$ cat src/rtl/msir_pkg.sv
// Constants shared by the motion sensor interrupt router.
// Assumes an 8-bit register port driven by the device's serial front end.
// Function
// RQ1: Transient wake bit gates transient wakeups in sleep
// RQ2: Orientation wake bit gates orientation wakeups
// RQ3: Pulse wake bit gates pulse wakeups
// RQ4: Motion wake bit gates wakeups; wakes reset 0
// RQ5: Polarity bit picks pin active level
// RQ6: Drive bit picks push-pull or open drain
// RQ7: Board uses open drain for shared lines
// RQ8: Disabled source never asserts any pin
// RQ9: Enable map bit positions, all reset zero
// RQ10: Routing bit one first pin, zero second
// RQ11: Routing uses same positions as enable map
// RQ12: Pin asserts when any routed source active
// RQ13: Host reads source status to identify cause
// RQ14: Each sleep entry and exit raises event; a software reset in the same cycle clears it
// RQ15: Software reset restores all control registers
// RQ16: In sleep only wake-enabled events wake
// RQ17: Pin holds while any routed flag set
package msir_pkg;
    // ****************************************************
    // Register offsets
    // ****************************************************
    localparam logic [7:0] MSIR_OFS_SRC = 8'h0c; // Source status
    localparam logic [7:0] MSIR_OFS_CTRL = 8'h2c; // Sleep-wake and pin ctrl
    localparam logic [7:0] MSIR_OFS_EN = 8'h2d; // Enable map
    localparam logic [7:0] MSIR_OFS_ROUTE = 8'h2e; // Pin routing
    // ****************************************************
    // Field positions
    // ****************************************************
    localparam int MSIR_B_ASLP = 7; // Sleep change source
    localparam int MSIR_B_TRANS = 5; // Transient source
    localparam int MSIR_B_ORIENT = 4; // Orientation source
    localparam int MSIR_B_PULSE = 3; // Pulse source
    localparam int MSIR_B_FFMT = 2; // Freefall/motion source
    localparam int MSIR_B_DRDY = 0; // Sample ready source
    localparam int MSIR_B_WTRANS = 6; // Wake bits in control reg
    localparam int MSIR_B_WORIENT = 5;
    localparam int MSIR_B_WPULSE = 4;
    localparam int MSIR_B_WFFMT = 3;
    localparam int MSIR_B_POL = 1; // Active level
    localparam int MSIR_B_OD = 0; // Drive style
    // ****************************************************
    // Masks and reset values
    // ****************************************************
    localparam logic [7:0] MSIR_SRC_MASK = 8'hbd; // Bits 6 and 1 zero
    localparam logic [7:0] MSIR_CTRL_MASK = 8'h7b; // Writable ctrl bits
    localparam logic [7:0] MSIR_CTRL_RST = 8'h00;
    localparam logic [7:0] MSIR_EN_RST = 8'h00;
    localparam logic [7:0] MSIR_ROUTE_RST = 8'h00;
endpackage

$ cat src/rtl/msir_router.sv
// Interrupt router: enable, route, polarity, drive style, sleep wake.
// Source flags are levels from the detectors, held until they clear them.
`timescale 1ns/1ns
module msir_router
    import msir_pkg::*;
(
    input wire logic sys_clk, // 25 MHz clock
    input wire logic rst, // Async reset, active high
    input wire logic sw_reset, // Software reset pulse
    input wire logic reg_wr, // Register write strobe
    input wire logic [7:0] reg_addr, // Register offset
    input wire logic [7:0] reg_wdata, // Write data
    output logic [7:0] reg_rdata, // Read data, registered
    input wire logic [7:0] src_flags, // Detector flags, levels
    input wire logic in_sleep, // Device is in auto-sleep
    output logic wake_req, // Request to leave sleep
    output logic irq_first_o, // First pin output level
    output logic irq_first_oe, // First pin drive enable
    output logic irq_second_o, // Second pin output level
    output logic irq_second_oe // Second pin drive enable
);
    // ****************************************************
    // State
    // ****************************************************
    typedef struct packed {
        logic [7:0] ctrl; // Sleep-wake and pin control
        logic [7:0] en; // Enable map
        logic [7:0] route; // Pin routing
        logic aslp_ev; // Sleep change event, sticky
        logic sleep_prev; // Last sleep level
        logic [7:0] rdata;
        logic wake;
        logic p1_o, p1_oe, p2_o, p2_oe;
    } msir_state_t;
    msir_state_t s_q, s_d;
    logic [7:0] act; // Active flags incl. sleep change
    logic [7:0] live; // Enabled, and allowed in sleep
    logic [7:0] wmask; // Sources that may wake
    logic a1, a2; // Pin asserted

    // Next-state logic
    always_comb begin
        s_d = s_q;
        // Each sleep edge raises the sleep change event, except in a cycle with a software reset
        if (s_q.sleep_prev != in_sleep) begin
            s_d.aslp_ev = 1'b1; // RQ14
        end
        s_d.sleep_prev = in_sleep;
        act = src_flags & MSIR_SRC_MASK;
        act[MSIR_B_ASLP] = s_q.aslp_ev;
        wmask = 8'h00;
        wmask[MSIR_B_TRANS] = s_q.ctrl[MSIR_B_WTRANS]; // RQ1
        wmask[MSIR_B_ORIENT] = s_q.ctrl[MSIR_B_WORIENT]; // RQ2
        wmask[MSIR_B_PULSE] = s_q.ctrl[MSIR_B_WPULSE]; // RQ3
        wmask[MSIR_B_FFMT] = s_q.ctrl[MSIR_B_WFFMT]; // RQ4
        // Bypassed functions stay silent while asleep
        live = act & s_q.en & (in_sleep ? (wmask | 8'h81) : 8'hff); // RQ8
        s_d.wake = in_sleep && |(act & s_q.en & wmask); // RQ16
        a1 = |(live & s_q.route); // RQ10 RQ12 RQ17
        a2 = |(live & ~s_q.route); // RQ10 RQ12 RQ17
        // Level by polarity; open drain drives only when asserted
        s_d.p1_o = a1 ~^ s_q.ctrl[MSIR_B_POL]; // RQ5
        s_d.p2_o = a2 ~^ s_q.ctrl[MSIR_B_POL]; // RQ5
        s_d.p1_oe = s_q.ctrl[MSIR_B_OD] ? a1 : 1'b1; // RQ6
        s_d.p2_oe = s_q.ctrl[MSIR_B_OD] ? a2 : 1'b1; // RQ6
        // Register writes
        if (reg_wr) begin
            unique case (reg_addr)
                MSIR_OFS_CTRL: s_d.ctrl = reg_wdata & MSIR_CTRL_MASK;
                MSIR_OFS_EN: s_d.en = reg_wdata & MSIR_SRC_MASK; // RQ9
                MSIR_OFS_ROUTE: s_d.route = reg_wdata & MSIR_SRC_MASK; // RQ11
                default: ;
            endcase
        end
        // Reading status clears the sleep event; a new edge wins
        unique case (reg_addr)
            MSIR_OFS_SRC: s_d.rdata = act; // RQ13
            MSIR_OFS_CTRL: s_d.rdata = s_q.ctrl;
            MSIR_OFS_EN: s_d.rdata = s_q.en;
            MSIR_OFS_ROUTE: s_d.rdata = s_q.route;
            default: s_d.rdata = 8'h00;
        endcase
        if (!reg_wr && reg_addr == MSIR_OFS_SRC
            && s_q.sleep_prev == in_sleep) begin
            s_d.aslp_ev = 1'b0;
        end
        // Software reset restores defaults
        if (sw_reset) begin
            s_d.ctrl = MSIR_CTRL_RST; // RQ15
            s_d.en = MSIR_EN_RST; // RQ15
            s_d.route = MSIR_ROUTE_RST; // RQ15
            s_d.aslp_ev = 1'b0;
        end
    end

    // State register; pins idle high (inactive, low polarity)
    always_ff @(posedge sys_clk or posedge rst) begin
        if (rst) begin
            s_q <= '0;
            s_q.p1_o <= 1'b1;
            s_q.p2_o <= 1'b1;
            s_q.p1_oe <= 1'b1;
            s_q.p2_oe <= 1'b1;
        end else begin
            s_q <= s_d;
        end
    end

    assign reg_rdata = s_q.rdata;
    assign wake_req = s_q.wake;
    assign irq_first_o = s_q.p1_o;
    assign irq_first_oe = s_q.p1_oe;
    assign irq_second_o = s_q.p2_o;
    assign irq_second_oe = s_q.p2_oe;
endmodule // msir_router

$ cat config.mk
export PLATFORM = sky130hd
export DESIGN_NAME = msir_router
export DESIGN_NICKNAME = d
export VERILOG_FILES = /design/src/rtl/msir_pkg.sv /design/src/rtl/msir_router.sv
export SDC_FILE = /design/constraint.sdc
export NUM_CORES = 1
export LEC_CHECK = 0
export BUFFER_PORTS_ARGS = -buffer_cell sky130_fd_sc_hd__clkbuf_2
export CORE_ASPECT_RATIO = 0.6
export CORE_MARGIN = 2
export CORE_UTILIZATION = 45
export CTS_CLUSTER_DIAMETER = 60
export DETAILED_ROUTE_END_ITERATION = 16
export GPL_TIMING_DRIVEN = 0
export PLACE_DENSITY = 0.82
export SYNTH_ARGS = -nofsm -noshare
export SYNTH_HDL_FRONTEND = slang
export SYNTH_SLANG_ARGS = --single-unit
$ cat constraint.sdc
create_clock -name sys_clk -period 1.2 [get_ports sys_clk]
set_input_delay 0 -clock sys_clk [delete_from_list [all_inputs] [get_ports sys_clk]]
set_output_delay 0 -clock sys_clk [all_outputs]
set_load 0.05 [all_outputs]
## After elaboration in Yosys (flattened, before gate mapping)

Index checks and enable logic that the tools add are counted.
Widths: inputs -> output; s select.

- Equality and inequality tests: 6
- Multiplexer cells: 11
- Bitwise operators: 8
- Reductions and logical operators: 15

Operators with widths:

| operator | count |
|---|---|
| $and 8x8->8 | 4 |
| $pmux 8 s4 | 1 |
| $mux 25 | 1 |
| $eq 8x6->1 const B | 3 |
| $mux 24 | 1 |
| $mux 8 | 3 |
| $reduce_or 8->1 | 3 |
| $and 8x6->8 | 1 |
| $eq 8x4->1 const B | 1 |
| $not 8->8 | 1 |
| $reduce_bool 2->1 | 4 |
| $mux 7 | 1 |
| $reduce_and 2->1 | 3 |
| $mux 1 | 4 |
| $logic_and 1x1->1 | 3 |
| $reduce_bool 3->1 | 1 |
| $xnor 1x1->1 | 2 |
| $eq 1x1->1 | 1 |
| $logic_not 1->1 | 1 |
| $ne 1x1->1 | 1 |

- Flip-flop bits (word level): 39
- Input port bits: 29
- Output and inout bits: 13
- Logic and storage cells: 51

## Logic depth before layout (Yosys ltp)

- Depth in word-level cells: 5
- Gate-level depth with buffers: 7
- Depth with buffers taken out: 4

## Worst setup path before layout

OpenSTA, ideal clock, no wires.

- Path kind: reg2reg
- From: register s_q[37] (netlist name)
- To: register s_q (netlist bit irq_second_o)
- Library setup time: 0.075 ns
- Data arrival time: 1.109 ns
- Required time: 1.125 ns
- Slack: 0.017 ns
- Stages on the path, launching flop included: 5
- Path buffers: 0
- Period minus slack after synthesis: 1.183 ns
- Cell sequence: dfrtp_1 > nor2b_1 > o311ai_1 > nor4_2 > xor2_1

RTL lines:

| item | RTL line | text |
|---|---|---|
| start, declared | msir_router.sv:35 | `msir_state_t s_q, s_d;` |

==> impl_metrics.py <==
metrics = {
    "worst_setup_path": {
        "critPathMaxFanout": 2,
        "worstPathRequired_ns": 1.42,
        "end_kind": "flip-flop",
        "cp.buffers_inverters": 0,
        "cpLargestDelayFamily": "simple AND/OR/NAND/NOR gates",
        "worstSetupEndpoint": "irq_first_o",
        "critPathLaunchType": "flip-flop",
        "slowest_stage": "dfrtp_1",
        "crit_start": "s_q[36]",
        "r2r_slack_ns": -0.04,
        "worst-path-stages": 4,
        "reg2reg_from": "s_q[36]",
        "cp_slowest_stage_delay_ns": 0.41,
        "criticalPathCategory": "reg2reg",
        "r2r-end": "irq_first_o",
        "arrival_ns": 1.46,
        "r2r_cells": 4,
        "crit_chain": "nor2b_2, nor3b_1, nor4_2, xor2_1",
    },
    "logic_synthesis": {
        "syn_area_mm2": 0.00166,
        "synth.avg_cell_area_um2": 10.0,
        "yosys_warnings": 0,
        "synth_ff_type": "dfrtp_1",
        "synth_edf_count": 0,
        "synth-seq-cells": 33,
        "synthCells": 166,
        "synth_common_cells": "dfrtp_1, nand2_1, nor2_1",
        "async_flop_share_pct": 100,
        "synthMostInstantiatedCell": "dfrtp_1",
        "seq_area_frac_synth_pct": 50.0,
        "yosysTopAreaCell": "dfrtp_1",
        "synth_fp_nets": 195,
        "ys_types": 33,
        "synth.area.top_cells": "dfrtp_1, mux2i_1, dfstp_2, nand2_1, buf_4",
        "synth_top_area_share_pct": 43.6,
    },
    "clocking": {
        "clock_latency_ns": 0.29,
        "cts_root_buf": "clkbuf_8",
        "cts_sinks": 33,
        "clkTransAtPathRegs_ns": 0.07,
        "cts_tree": "built",
        "htreeDepth": 2,
        "cts_buffers": 5,
        "clockBufferDepth": 2,
    },
    "timing": {
        "fin_crit_sh_pct": 103,
        "maxSlewHeadroom_pct": 67.6,
        "drv_slew": 0,
        "setup_viol": 2,
        "worst_slew_pin_slew_ns": 0.486,
        "setup_slack_ns": -0.0414,
        "hold_violations": 0,
        "fin_skew_ns": 0.00571,
        "max_clock_freq_mhz": 806,
        "rsz0062_at_grt": "true",
        "period_minus_slack_ns": 1.24,
    },
    "pwr": {
        "leakage_nw": 1.02,
        "power.density_mw_per_mm2": 993,
        "ir_worst_vdd_mv": 0.510,
        "total_power_mw": 2.13,
    },
    "global_route": {
        "grt_pass1_vias": 1346,
        "grt_max_degree": 34,
        "antenna_found_initial": 0,
        "track_usage_pct": 22.6,
        "gr-total-overflow": 0,
        "grt_pass1_wl_um": 6780,
    },
    "floorplan": {
        "num_rows": 17,
        "start_util_pct": 46.3,
        "die_y_um": 51.1,
        "die_x_um": 82.5,
        "die_area_mm2": 0.00421,
        "num_io_pins": 42,
        "core_mm2": 0.00359,
    },
    "route": {
        "drtPass1Iterations": 4,
        "vias": 1455,
        "finalWirelength_um": 4290,
        "avgViaCountPerCell": 5.39,
        "ant_nets": 0,
        "drc_errors": 0,
        "first_iter_violations": 159,
        "wl_per_cell_um": 15.9,
    },
    "layout": {
        "stdcell_count": 270,
        "diodes": 0,
        "post-route-util_pct": 59.7,
        "regArea_um2": 831,
        "layout.nets": 251,
        "layout-drive-gt1-share_pct": 32.7,
        "multi_input_area_um2": 728,
        "fillers": 313,
        "syn_to_final_growth_pct": 29.0,
    },
    "outcome": {
        "status": "complete, but fails checks",
        "violations": "setup timing",
    },
    "place": {
        "pre_cts_slack_ns": -0.147,
        "placed_cells": 248,
        "gp_congestion": 0.887,
        "io_buffers": 35,
        "dp_hpwl_um": 2990,
    },
    "worst_hold_path": {
        "min_path_type": "in2reg",
    },
    "run": {
        "max_cap_violations": 0,
    },
}
==> layout by cell type, fill, tap and decap left out, types with 2 or more instances in the layout <==
master / count
buf_2: 2
o21ai_0: 5
o311ai_1: 2
buf_4: 12
mux2i_1: 16
nor4_2: 2
xor2_1: 2
nor2b_2: 4
clkinv_2: 2
clkbuf_1: 2
nand2_1: 19
and3_1: 2
and2_1: 2
inv_1: 3
nor3b_1: 2
buf_6: 2
nor3_1: 4
nor2_1: 17
dfrtp_1: 29
dlygate4sd3_1: 10
a22oi_1: 2
clkbuf_2: 35
nand3_1: 12
dfstp_2: 4
a21oi_1: 11
clkbuf_8: 5
nand3b_1: 2
==> what timing repair did <==
| item | CTS | global route |
|---|---|---|
| endpoints found under the setup margin | 4 | 5 |
| hold buffers | 9 | 1 |
| buffers inserted | 3 | 0 |
| gates resized for setup | 3 | 3 |
| endpoints found under the hold margin | 11 | 9 |
| pin swaps | 3 | 2 |
==> cell families (layout without fill, tap and decap cells) <==
logic type,after synthesis,in the layout,synth area share (%)
buffers and inverters,18,75,7.15
AOI/OAI and AO/OA,23,23,8.13
and+or+nand+nor,73,73,23.6
xor gates and xnor gates,3,3,1.58
DFF,33,33,50.0
muxes,16,16,9.63
==> worst min path at each step <==
stage | depth (start not counted) | end | start
6_report | 3 | wake_req | in_sleep
5_1_grt | 3 | reg_rdata[1] | reg_addr[6]
4_1_cts | 3 | wake_req | in_sleep
3_5_place_dp | 1 | s_q[13] | in_sleep
3_3_place_gp | 1 | s_q[13] | in_sleep
2_1_floorplan | 0 | s_q[13] | in_sleep
==> metrics by stage <==
stage | hold WS (ns) | TNS (ns) | area, µm²
final | 0.0375 | -0.0789 | 2140
after global routing | 0.0732 | -0.313 | 2140
after CTS | 0.0234 | -0.0668 | 2100
after detailed placement | 0.223 | -1.69 | 1900
after global placement | 0.227 | -1.10 | 1900
after floorplan | 0.0314 | 0 | 1660
==> worst min-delay path, cell delays in order <==
cell	delay, ns
clkbuf_2	0.15
inv_1	0.08
a41oi_1	0.06
==> metal layers <==
| metal | share of wire (%) | up-vias | routed length, µm | track usage (%) |
|---|---|---|---|---|
| met2 | 41 | 77 | 1770 | 31.2 |
| li1 | - | 687 | - | - |
| met5 | 0 | - | 0 | 0 |
| met1 | 45 | 678 | 1940 | 34.0 |
| met4 | 2.6 | 0 | 110 | 6.94 |
| met3 | 11 | 13 | 458 | 6.18 |
==> power by group <==
| group | total, mW | switching [mW] | internal [mW] |
|---|---|---|---|
| logic | 0.198 | 0.109 | 0.0890 |
| clock network | 0.806 | 0.405 | 0.401 |
| registers | 1.12 | 0.00554 | 1.12 |
==> layout make-up <==
type / count / share of cell area, %
well taps: 47 / 2.74
inverters: 3 / 0.525
multi-input cells: 115 / 34.0
flip-flops and latches: 33 / 38.7
repair buffers: 49 / 15.2
plain buffers: 15 / 5.02
clock inverters: 2 / 0.467
clock buffers: 6 / 3.38
==> sequential cells by signal, indices dropped and copies added (netlist names) <==
| register | cells |
|---|---|
| irq_first_oe | 1 |
| irq_second_o | 1 |
| reg_rdata | 8 |
| irq_first_o | 1 |
| irq_second_oe | 1 |
| s_q | 19 |
| wake_req | 1 |
| act | 1 |
(Power assumes the default switching activity.)
